===== src/rtl/ebt_defines.vh =====
// constants for the external bus cycle timing sequencer
`ifndef EBT_DEFINES_VH
`define EBT_DEFINES_VH

// clock and edge spacing
`define EBT_CLK_PS          8000
`define EBT_SYS_KHZ         125000
`define EBT_FAST_KHZ        80000
`define EBT_MIN_EDGE_PS     12500
`define EBT_STEP_CYCLES     (((`EBT_SYS_KHZ) > (`EBT_FAST_KHZ)) ? \
  (((`EBT_MIN_EDGE_PS) + (`EBT_CLK_PS) - 1) / (`EBT_CLK_PS)) : 1)

// register word offsets (byte address bits 7:2)
`define EBT_OFS_TCFG0       6'h00
`define EBT_OFS_TCFG1       6'h01
`define EBT_OFS_CTRL        6'h02
`define EBT_OFS_ADDR        6'h03
`define EBT_OFS_WDATA       6'h04
`define EBT_OFS_CMD         6'h05
`define EBT_OFS_RDATA       6'h06
`define EBT_OFS_STATUS      6'h07

// chip_select_timing_config fields
`define EBT_F_AB_BASE       0
`define EBT_F_CMD_LO        1
`define EBT_F_CMD_HI        2
`define EBT_F_WSET          3
`define EBT_F_ACC_LO        4
`define EBT_F_ACC_HI        8
`define EBT_F_HOLD_LO       9
`define EBT_F_HOLD_HI       10
`define EBT_F_RDY_EN        11
`define EBT_F_RDY_POL       12
`define EBT_F_RDY_ASYNC     13
`define EBT_F_WIN_LO        14
`define EBT_F_WIN_HI        15
`define EBT_CFG_BITS        16

// control, command and status bits
`define EBT_F_BUS_REFERENCE_CLOCK_OUT_EN     0
`define EBT_F_CMD_WRITE     0
`define EBT_F_CMD_CS        1
`define EBT_F_ST_BUSY       0
`define EBT_F_ST_DONE       1
`define EBT_F_ST_LASTCS     2

// reset values and minima
`define EBT_RST_CFG         16'h0000
`define EBT_RST_CTRL        1'h0
`define EBT_AB_MIN          6'h01
`define EBT_ACC_MIN         6'h01
`define EBT_CNT_ONE         6'h01
`define EBT_CNT_ZERO        6'h00

// sequencer states
`define EBT_ST_IDLE         3'h0
`define EBT_ST_AB           3'h1
`define EBT_ST_C            3'h2
`define EBT_ST_D            3'h3
`define EBT_ST_E            3'h4
`define EBT_ST_RDY          3'h5
`define EBT_ST_F            3'h6

`endif


===== src/rtl/ebt_bus_ctrl.v =====
// external bus cycle sequencer with wishbone register port
//
// Functional notes
// - each cycle runs address setup, command delay, write setup, access, hold in that order.
// - address setup is one or two steps plus zero to three more on a window change.
// - phase lengths come from a per chip-select timing config; command delay is 0 to 3 steps.
// - write setup or multiplexed tristate phase lasts zero or one step.
// - access lasts 1 to 32 steps, or its end is governed by the ready input.
// - the address and write data hold phase lasts zero to three steps.
// - above 80 MHz system clock, steps stretch so bus output edges are at least 12.5 ns apart.
// - when enabled, the reference clock output pulses high for one system clock once per timing step.
// - ready polarity is selectable; asynchronous ready adds at least one waitstate.
// - ready sampled inactive inserts a waitstate; sampled active ends the access phase, and the hold phase follows when nonzero.
//
// Chosen here: the Wishbone register port and the register offsets.
`include "ebt_defines.vh"

module ebt_bus_ctrl (
  input  wire        clock_i,
  input  wire        reset_i,
  input  wire        wb_cyc_i,
  input  wire        wb_stb_i,
  input  wire        wb_we_i,
  input  wire [31:0] wb_adr_i,
  input  wire [3:0]  wb_sel_i,
  input  wire [31:0] wb_dat_i,
  output reg  [31:0] wb_dat_o,
  output reg         wb_ack_o,
  output reg  [23:0] ebus_addr_o,
  output reg  [15:0] ebus_data_o,
  output reg         ebus_data_oe_o,
  input  wire [15:0] ebus_data_i,
  output reg  [1:0]  ebus_cs_n_o,
  output reg         ebus_ale_o,
  output reg         ebus_rd_n_o,
  output reg         ebus_wr_n_o,
  input  wire        ebus_ready_i,
  output reg         bus_reference_clock_out_o
);

  localparam integer STEP_CYCLES = `EBT_STEP_CYCLES;
  localparam [1:0]   STEP_LAST   = STEP_CYCLES[1:0] - 2'h1;

  ////////////////////////////////////////////////////////////////////////////
  // registers and wires
  reg  [1:0]                 step_cnt_reg;
  reg                        step_en;
  reg  [`EBT_CFG_BITS-1:0]   tcfg0_reg;
  reg  [`EBT_CFG_BITS-1:0]   tcfg1_reg;
  reg                        bus_reference_clock_out_en_reg;
  reg  [23:0]                addr_reg;
  reg  [15:0]                wdata_reg;
  reg  [15:0]                rdata_reg;
  reg  [1:0]                 rd_cap_reg;
  reg                        done_reg;
  reg                        start_reg;
  reg                        write_reg;
  reg                        cs_reg;
  reg                        last_cs_reg;
  reg  [`EBT_CFG_BITS-1:0]   cur_cfg_reg;
  reg  [2:0]                 state_reg;
  reg  [2:0]                 state_next;
  reg  [5:0]                 cnt_reg;
  reg  [5:0]                 cnt_next;
  reg                        finish;
  reg  [31:0]                rd_mux;
  wire [15:0]                data_sync;
  wire                       ready_sync;
  wire                       ready_active;
  wire                       wb_req;
  wire                       wb_wr;
  wire [5:0]                 wb_ofs;
  wire [31:0]                wmask;
  wire [31:0]                wval;
  wire                       busy;
  wire                       win_change;
  wire [`EBT_CFG_BITS-1:0]   sel_cfg;
  wire [5:0]                 ab_len;
  wire [5:0]                 c_len;
  wire [5:0]                 d_len;
  wire [5:0]                 e_len;
  wire [5:0]                 f_len;

  ////////////////////////////////////////////////////////////////////////////
  // pin synchronisers
  ebt_sync2 #(
    .WIDTH (16)
  ) u_data_sync (
    .clock_i (clock_i),
    .reset_i (reset_i),
    .async_i (ebus_data_i),
    .sync_o  (data_sync)
  );

  ebt_sync2 #(
    .WIDTH (1)
  ) u_ready_sync (
    .clock_i (clock_i),
    .reset_i (reset_i),
    .async_i (ebus_ready_i),
    .sync_o  (ready_sync)
  );

  assign ready_active = ~(ready_sync ^ cur_cfg_reg[`EBT_F_RDY_POL]);

  ////////////////////////////////////////////////////////////////////////////
  // timing step divider: every phase edge lands on a step
  always @(posedge clock_i or posedge reset_i) begin
    if (reset_i) begin
      step_cnt_reg <= 2'h0;
      step_en      <= 1'b0;
    end else begin
      step_en <= (step_cnt_reg == STEP_LAST);
      if (step_cnt_reg == STEP_LAST) begin
        step_cnt_reg <= 2'h0;
      end else begin
        step_cnt_reg <= step_cnt_reg + 2'h1;
      end
    end
  end

  ////////////////////////////////////////////////////////////////////////////
  // wishbone slave, one wait cycle per access
  assign wb_req = wb_cyc_i & wb_stb_i & ~wb_ack_o;
  assign wb_wr  = wb_req & wb_we_i;
  assign wb_ofs = wb_adr_i[7:2];
  assign wmask  = {{8{wb_sel_i[3]}}, {8{wb_sel_i[2]}}, {8{wb_sel_i[1]}}, {8{wb_sel_i[0]}}};
  assign busy   = start_reg | (state_reg != `EBT_ST_IDLE);

  always @* begin
    case (wb_ofs)
      `EBT_OFS_TCFG0:  rd_mux = {16'h0000, tcfg0_reg};
      `EBT_OFS_TCFG1:  rd_mux = {16'h0000, tcfg1_reg};
      `EBT_OFS_CTRL:   rd_mux = {31'h00000000, bus_reference_clock_out_en_reg};
      `EBT_OFS_ADDR:   rd_mux = {8'h00, addr_reg};
      `EBT_OFS_WDATA:  rd_mux = {16'h0000, wdata_reg};
      `EBT_OFS_CMD:    rd_mux = {30'h00000000, cs_reg, write_reg};
      `EBT_OFS_RDATA:  rd_mux = {16'h0000, rdata_reg};
      `EBT_OFS_STATUS: rd_mux = {29'h00000000, last_cs_reg, done_reg, busy};
      default:         rd_mux = 32'h00000000;
    endcase
  end

  // merge of byte lanes into the current register value
  assign wval = (wb_dat_i & wmask) | (rd_mux & ~wmask);

  always @(posedge clock_i or posedge reset_i) begin
    if (reset_i) begin
      wb_ack_o      <= 1'b0;
      wb_dat_o      <= 32'h00000000;
      tcfg0_reg     <= `EBT_RST_CFG;
      tcfg1_reg     <= `EBT_RST_CFG;
      bus_reference_clock_out_en_reg <= `EBT_RST_CTRL;
      addr_reg      <= 24'h000000;
      wdata_reg     <= 16'h0000;
      write_reg     <= 1'b0;
      cs_reg        <= 1'b0;
      start_reg     <= 1'b0;
      done_reg      <= 1'b0;
    end else begin
      wb_ack_o <= wb_req;
      wb_dat_o <= wb_req ? rd_mux : 32'h00000000;
      if (wb_wr && !busy) begin
        case (wb_ofs)
          `EBT_OFS_TCFG0: tcfg0_reg <= wval[`EBT_CFG_BITS-1:0];
          `EBT_OFS_TCFG1: tcfg1_reg <= wval[`EBT_CFG_BITS-1:0];
          `EBT_OFS_ADDR:  addr_reg  <= wval[23:0];
          `EBT_OFS_WDATA: wdata_reg <= wval[15:0];
          default: ;
        endcase
      end
      if (wb_wr && (wb_ofs == `EBT_OFS_CTRL)) begin
        bus_reference_clock_out_en_reg <= wval[`EBT_F_BUS_REFERENCE_CLOCK_OUT_EN];
      end
      // a command while a cycle runs is dropped
      if (wb_wr && !busy && (wb_ofs == `EBT_OFS_CMD) && wb_sel_i[0]) begin
        write_reg <= wb_dat_i[`EBT_F_CMD_WRITE];
        cs_reg    <= wb_dat_i[`EBT_F_CMD_CS];
        start_reg <= 1'b1;
      end else if (step_en && (state_reg == `EBT_ST_IDLE)) begin
        start_reg <= 1'b0;
      end
      // completion wins over a clear in the same cycle
      if (finish) begin
        done_reg <= 1'b1;
      end else if (wb_wr && (wb_ofs == `EBT_OFS_STATUS) && wb_sel_i[0] &&
                   wb_dat_i[`EBT_F_ST_DONE]) begin
        done_reg <= 1'b0;
      end
    end
  end

  ////////////////////////////////////////////////////////////////////////////
  // phase lengths in timing steps
  assign sel_cfg    = cs_reg ? tcfg1_reg : tcfg0_reg;
  assign win_change = (cs_reg != last_cs_reg);
  assign ab_len     = `EBT_AB_MIN + {5'h00, sel_cfg[`EBT_F_AB_BASE]} +
                      (win_change ? {4'h0, sel_cfg[`EBT_F_WIN_HI:`EBT_F_WIN_LO]} :
                       `EBT_CNT_ZERO);
  assign c_len      = {4'h0, cur_cfg_reg[`EBT_F_CMD_HI:`EBT_F_CMD_LO]};
  assign d_len      = {5'h00, cur_cfg_reg[`EBT_F_WSET]};
  assign e_len      = {1'b0, cur_cfg_reg[`EBT_F_ACC_HI:`EBT_F_ACC_LO]} + `EBT_ACC_MIN;
  assign f_len      = {4'h0, cur_cfg_reg[`EBT_F_HOLD_HI:`EBT_F_HOLD_LO]};

  ////////////////////////////////////////////////////////////////////////////
  // phase sequencer; counter holds steps left minus one
  always @* begin
    state_next = state_reg;
    cnt_next   = cnt_reg;
    finish     = 1'b0;
    if (step_en) begin
      case (state_reg)
        `EBT_ST_IDLE: begin
          if (start_reg) begin
            state_next = `EBT_ST_AB;
            cnt_next   = ab_len - `EBT_CNT_ONE;
          end
        end
        `EBT_ST_AB, `EBT_ST_C, `EBT_ST_D: begin
          if (cnt_reg != `EBT_CNT_ZERO) begin
            cnt_next = cnt_reg - `EBT_CNT_ONE;
          end else if ((state_reg == `EBT_ST_AB) && (c_len != `EBT_CNT_ZERO)) begin
            state_next = `EBT_ST_C;
            cnt_next   = c_len - `EBT_CNT_ONE;
          end else if ((state_reg != `EBT_ST_D) && (d_len != `EBT_CNT_ZERO)) begin
            state_next = `EBT_ST_D;
            cnt_next   = d_len - `EBT_CNT_ONE;
          end else begin
            state_next = `EBT_ST_E;
            cnt_next   = e_len - `EBT_CNT_ONE;
          end
        end
        `EBT_ST_E, `EBT_ST_RDY: begin
          if ((state_reg == `EBT_ST_E) && (cnt_reg != `EBT_CNT_ZERO)) begin
            cnt_next = cnt_reg - `EBT_CNT_ONE;
          end else if (cur_cfg_reg[`EBT_F_RDY_EN] &&
                       (((state_reg == `EBT_ST_E) && cur_cfg_reg[`EBT_F_RDY_ASYNC]) ||
                        !ready_active)) begin
            state_next = `EBT_ST_RDY;
          end else if (f_len != `EBT_CNT_ZERO) begin
            state_next = `EBT_ST_F;
            cnt_next   = f_len - `EBT_CNT_ONE;
          end else begin
            state_next = `EBT_ST_IDLE;
            finish     = 1'b1;
          end
        end
        `EBT_ST_F: begin
          if (cnt_reg != `EBT_CNT_ZERO) begin
            cnt_next = cnt_reg - `EBT_CNT_ONE;
          end else begin
            state_next = `EBT_ST_IDLE;
            finish     = 1'b1;
          end
        end
        default: begin
          state_next = `EBT_ST_IDLE;
        end
      endcase
    end
  end

  always @(posedge clock_i or posedge reset_i) begin
    if (reset_i) begin
      state_reg   <= `EBT_ST_IDLE;
      cnt_reg     <= `EBT_CNT_ZERO;
      cur_cfg_reg <= `EBT_RST_CFG;
      last_cs_reg <= 1'b0;
      rdata_reg   <= 16'h0000;
      rd_cap_reg  <= 2'h0;
    end else begin
      state_reg <= state_next;
      cnt_reg   <= cnt_next;
      // config is frozen for the whole cycle
      if (step_en && (state_reg == `EBT_ST_IDLE) && start_reg) begin
        cur_cfg_reg <= sel_cfg;
        last_cs_reg <= cs_reg;
      end
      // pin value at the edge that ends the command reaches data_sync two clocks later,
      // so a one-step access still returns the addressed word
      rd_cap_reg[0] <= step_en && !write_reg &&
                       ((state_reg == `EBT_ST_E) || (state_reg == `EBT_ST_RDY)) &&
                       (state_next != state_reg) && (state_next != `EBT_ST_RDY);
      rd_cap_reg[1] <= rd_cap_reg[0];
      if (rd_cap_reg[1]) begin
        rdata_reg <= data_sync;
      end
    end
  end

  ////////////////////////////////////////////////////////////////////////////
  // bus pins, registered from the next state so edges follow the steps
  always @(posedge clock_i or posedge reset_i) begin
    if (reset_i) begin
      ebus_addr_o               <= 24'h000000;
      ebus_data_o               <= 16'h0000;
      ebus_data_oe_o            <= 1'b0;
      ebus_cs_n_o               <= 2'h3;
      ebus_ale_o                <= 1'b0;
      ebus_rd_n_o               <= 1'b1;
      ebus_wr_n_o               <= 1'b1;
      bus_reference_clock_out_o <= 1'b0;
    end else begin
      ebus_addr_o    <= addr_reg;
      ebus_data_o    <= wdata_reg;
      ebus_ale_o     <= (state_next == `EBT_ST_AB);
      ebus_cs_n_o[0] <= ~((state_next != `EBT_ST_IDLE) && !cs_reg);
      ebus_cs_n_o[1] <= ~((state_next != `EBT_ST_IDLE) && cs_reg);
      ebus_rd_n_o    <= ~(!write_reg &&
                          ((state_next == `EBT_ST_E) || (state_next == `EBT_ST_RDY)));
      ebus_wr_n_o    <= ~(write_reg &&
                          ((state_next == `EBT_ST_E) || (state_next == `EBT_ST_RDY)));
      // write data stays driven through the hold phase
      ebus_data_oe_o <= write_reg && ((state_next == `EBT_ST_D) ||
                        (state_next == `EBT_ST_E) || (state_next == `EBT_ST_RDY) ||
                        (state_next == `EBT_ST_F));
      // flop output: period is one timing step, not one system clock
      bus_reference_clock_out_o <= bus_reference_clock_out_en_reg && (step_cnt_reg == STEP_LAST);
    end
  end

endmodule // ebt_bus_ctrl


===== src/rtl/ebt_sync2.v =====
// two flip-flop synchroniser for pin inputs
module ebt_sync2 #(
  parameter WIDTH = 1
) (
  input  wire             clock_i,
  input  wire             reset_i,
  input  wire [WIDTH-1:0] async_i,
  output wire [WIDTH-1:0] sync_o
);

  reg [WIDTH-1:0] meta_reg;
  reg [WIDTH-1:0] sync_reg;

  // first stage feeds only the second
  always @(posedge clock_i or posedge reset_i) begin
    if (reset_i) begin
      meta_reg <= {WIDTH{1'b0}};
      sync_reg <= {WIDTH{1'b0}};
    end else begin
      meta_reg <= async_i;
      sync_reg <= meta_reg;
    end
  end

  assign sync_o = sync_reg;

endmodule // ebt_sync2


===== config.mk =====
export PLATFORM = sky130hd
export DESIGN_NAME = ebt_bus_ctrl
export DESIGN_NICKNAME = d
export VERILOG_FILES = /design/src/rtl/ebt_bus_ctrl.v /design/src/rtl/ebt_sync2.v
export VERILOG_INCLUDE_DIRS = /design/src /design/src/rtl
export SDC_FILE = /design/constraint.sdc
export NUM_CORES = 1
export LEC_CHECK = 0
export BUFFER_PORTS_ARGS = -buffer_cell sky130_fd_sc_hd__buf_2
export CAP_MARGIN = 40
export CORE_MARGIN = 8
export CORE_UTILIZATION = 54
export DETAILED_ROUTE_END_ITERATION = 8
export GPL_ROUTABILITY_DRIVEN = 0
export GPL_TIMING_DRIVEN = 0
export PLACE_DENSITY = 0.78
export SYNTH_ARGS = -nofsm -noshare
export SYNTH_HDL_FRONTEND = slang
export SYNTH_SLANG_ARGS = --single-unit
export TNS_END_PERCENT = 10

===== constraint.sdc =====
create_clock -name clock_i -period 15.6 [get_ports clock_i]
set_input_delay 1.56 -clock clock_i [delete_from_list [all_inputs] [get_ports clock_i]]
set_output_delay 1.56 -clock clock_i [all_outputs]
set_load 0.01 [all_outputs]

==> flow_summary_export.csv <==
group,metric,value,unit
status,outcome,"completed",
finish,drive_above_1_share,27.8,%
logic_synthesis,synth_top_area_share,60.9,%
sta,setup_violations,0,
power_and_ir_drop,powerDensity,116,nW/µm²
clock_tree,cts_max_level,1,
sta,rsz0062_at_grt,"false",
logic_synthesis,yosysMostFrequentCell,"dfrtp_1",
sta,period_share,23.8,%
power_and_ir_drop,power.switching,300,µW
clock_tree,cts_tree,"done",
worst_setup_path,cpPeakStageDelay,0.54,ns
power_and_ir_drop,seq_power_share,49.0,%
finish,nets,1012,
worst_setup_path,endpoint_kind,"flip-flop",
power_and_ir_drop,combPwrFrac,8.5,%
run,cap_violations,0,
logic_synthesis,synth_cell_types,78,
sta,worst_pin_slew,0.893,ns
sta,slew_headroom,40.4,%
logic_synthesis,syn_area_per_cell,12.1,µm²
logic_synthesis,ys_seq_elements,227,
clock_tree,cts_hold_buf,0,
power_and_ir_drop,swShare,23.9,%
sta,slew_violations,0,
floorplanning,die-area,21400,µm²
sta,timing.setup.tns,0,ns
finish,fin_area,10900,µm²
power_and_ir_drop,p_leak,0.00529,µW
worst_setup_path,arrival,4.13,ns
clock_tree,post_cts_resized,0,
floorplanning,start_util,55.3,%
clock_tree,root_buffer,"clkbuf_16",
placed_design,place.detailed.hpwl,15.8,mm
placed_design,io_buffers,122,
logic_synthesis,yosysTopAreaCell,"dfrtp_1",
clock_tree,cts_sinks,227,
logic_synthesis,ys_seq_area_share,62.1,%
drt,via_per_inst,5.83,
drt,totalWireLength,22.9,mm
floorplanning,die_x,146,µm
clock_tree,cts_setup_buffers,0,
worst_setup_path,startpoint_type,"input pin",
worst_setup_path,cp_slowest_cell,"clkbuf_1",
drt,postRouteAntennaNets,0,
hold_path,hp-class,"reg -> reg",
drt,vias,6715,
global_routing,grt_pass1_wl,37.4,mm
sta,whs,0.346,ns
floorplanning,fp.dieH,146,µm
sta,final_hold_viol_count,0,
logic_synthesis,synth_edf_count,0,
sta,fmax,0.269,GHz
worst_setup_path,cp_cell_sequence,"buf_2 -> nand2_1 -> or2_2 -> clkbuf_1 -> inv_1 -> and3_1 -> clkbuf_1 -> nand3_1 -> clkbuf_1 -> buf_2 -> nand2_1 -> o21ai_0",
power_and_ir_drop,p_clk_share,42.5,%
clock_tree,clk_pin_slew_worst_paths,0.06,ns
sta,period_needed,3.71,ns
power_and_ir_drop,p_int,957,µW
drt,drc,0,
logic_synthesis,yosysWarnings,0,
finish,syn_to_final_growth,18.5,%
global_routing,grtUsageTotal,21.6,%
drt,drt_first_pass_iters,7,
global_routing,antenna_found_initial,0,
global_routing,grt_max_degree,117,
logic_synthesis,syn_area,9160,µm²
worst_setup_path,critPathRequiredTime,16.01,ns
global_routing,grt_pass1_vias,6985,
logic_synthesis,syn_inst,760,
clock_tree,clkLatencyLatePin,0.51,ns
logic_synthesis,synth_common_cells,"dfrtp_1, nand2_1, o21ai_0",
worst_setup_path,critPathKind,"in -> reg",
power_and_ir_drop,irDropWorstVdd,0.0952,mV
worst_setup_path,crit_fanout,10,
drt,wire_per_inst,19.9,µm
floorplanning,ioPinCount,170,
floorplanning,fp.coreArea,16600,µm²
placed_design,placed_area,10100,µm²
drt,drtIter0Drc,715,
worst_setup_path,worst_path_most_repeated_cell,"clkbuf_1",
clock_tree,cts_buffers,24,
clock_tree,cts_buffer_depth,3,
finish,diodes,0,
logic_synthesis,synth_ff_type,"dfrtp_1",
logic_synthesis,synthArstFlopShare,100,%
global_routing,grt_overflow,0,
logic_synthesis,synth_area_leaders,"dfrtp_1, mux2_2, nand2_1",
floorplanning,rows,47,
sta,finClkSkew,0.00776,ns
[stage by stage]
| stage | setup WS, ns | instances | utilization [%] | total power [µW] |
|---|---|---|---|---|
| 5_1_grt | 11.77 | 1152 | 65.5 | 1300 |
| 4_1_cts | 11.97 | 1152 | 65.5 | 1260 |
| 3_3_place_gp | 5.70 | 1109 | 60.8 | 730 |
| 3_5_place_dp | 11.50 | 1110 | 61.0 | 733 |
| 2_1_floorplan | 7.83 | 767 | - | 700 |
| 6_report | 11.89 | 1152 | 65.5 | 1260 |
[final cells by class]
class | instances | area [µm²]
plain buffers | 56 | 304
clock buffers | 33 | 696
clock inverters | 9 | 51.3
fillers | 1297 | 5730
inverters | 16 | 67.6
multi-input cells | 468 | 3140
flip-flops and latches | 227 | 5690
well taps | 220 | 275
repair buffers | 123 | 638
[metal layers]
| layer | GRT usage, % | share of wire (%) | up-vias |
|---|---|---|---|
| li1 | - | - | 3018 |
| met1 | 28.1 | 39 | 3293 |
| met2 | 35.4 | 49 | 348 |
| met3 | 4.39 | 8.8 | 56 |
| met4 | 7.06 | 2.7 | 0 |
| met5 | 0 | 0 | - |
[cell usage in the layout, fill, tap and decap left out, types with 8 or more instances in the layout]
cell type,netlist,layout
a21oi_1,9,9
a222oi_1,13,13
a31oi_1,15,15
and3_1,12,12
buf_2,12,134
buf_4,8,8
clkbuf_1,28,32
clkbuf_16,0,25
conb_1,1,8
dfrtp_1,223,223
inv_1,15,14
mux2_2,45,45
mux2i_1,28,28
nand2_1,94,94
nand3_1,53,53
nor2_1,14,14
nor2b_1,8,8
o21ai_0,68,68
[worst max-delay path: cells and delay by family]
family	cells	cell delay [ns]
buffers and inverters	6	1.86
AO/OA/AOI/OAI	1	0.09
AND/OR/NAND/NOR	5	0.61
[logic make-up after synthesis]
family / count (synthesis) / synth area share [%]
AOI/OAI and AO/OA: 159 / 12.0
adders and majority gates: 6 / 0.819
other: 1 / 0.0409
xor gates and xnor gates: 3 / 0.287
DFF: 227 / 62.1
buffers and inverters: 72 / 3.97
muxes: 74 / 8.84
and+or+nand+nor: 218 / 11.9
[path summary, 6_finish.rpt]
| kind | start | endpoint | slack (ns) | cells after the start |
|---|---|---|---|---|
| min in group asynchronous | reset_i | addr_reg[19]$_DFFE_PP0P_ | 1.20 | 2 |
| max in group asynchronous | reset_i | wdata_reg[14]$_DFFE_PP0P_ | 13.40 | 3 |
| setup / recovery | wb_cyc_i | wdata_reg[11]$_DFFE_PP0P_ | 11.89 | 12 |
| hold reg to reg | u_data_sync.meta_reg[2]$_DFF_PP0_ | u_data_sync.sync_o[2]$_DFF_PP0_ | 0.35 | 0 |
| hold / removal | u_data_sync.meta_reg[2]$_DFF_PP0_ | u_data_sync.sync_o[2]$_DFF_PP0_ | 0.35 | 0 |
| setup reg to reg | wb_ack_o$_DFF_PP0_ | wdata_reg[11]$_DFFE_PP0P_ | 12.76 | 10 |
[power groups by stage]
| stage | clock network, µW | logic (µW) | registers [µW] |
|---|---|---|---|
| after CTS | 540 | 107 | 616 |
| after detailed placement | 0 | 107 | 626 |
| final | 534 | 107 | 616 |
| after global placement | 0 | 104 | 626 |
| after global routing | 564 | 118 | 617 |
| after floorplan | 0 | 75.4 | 624 |
Power figures use the tool's default switching activity.
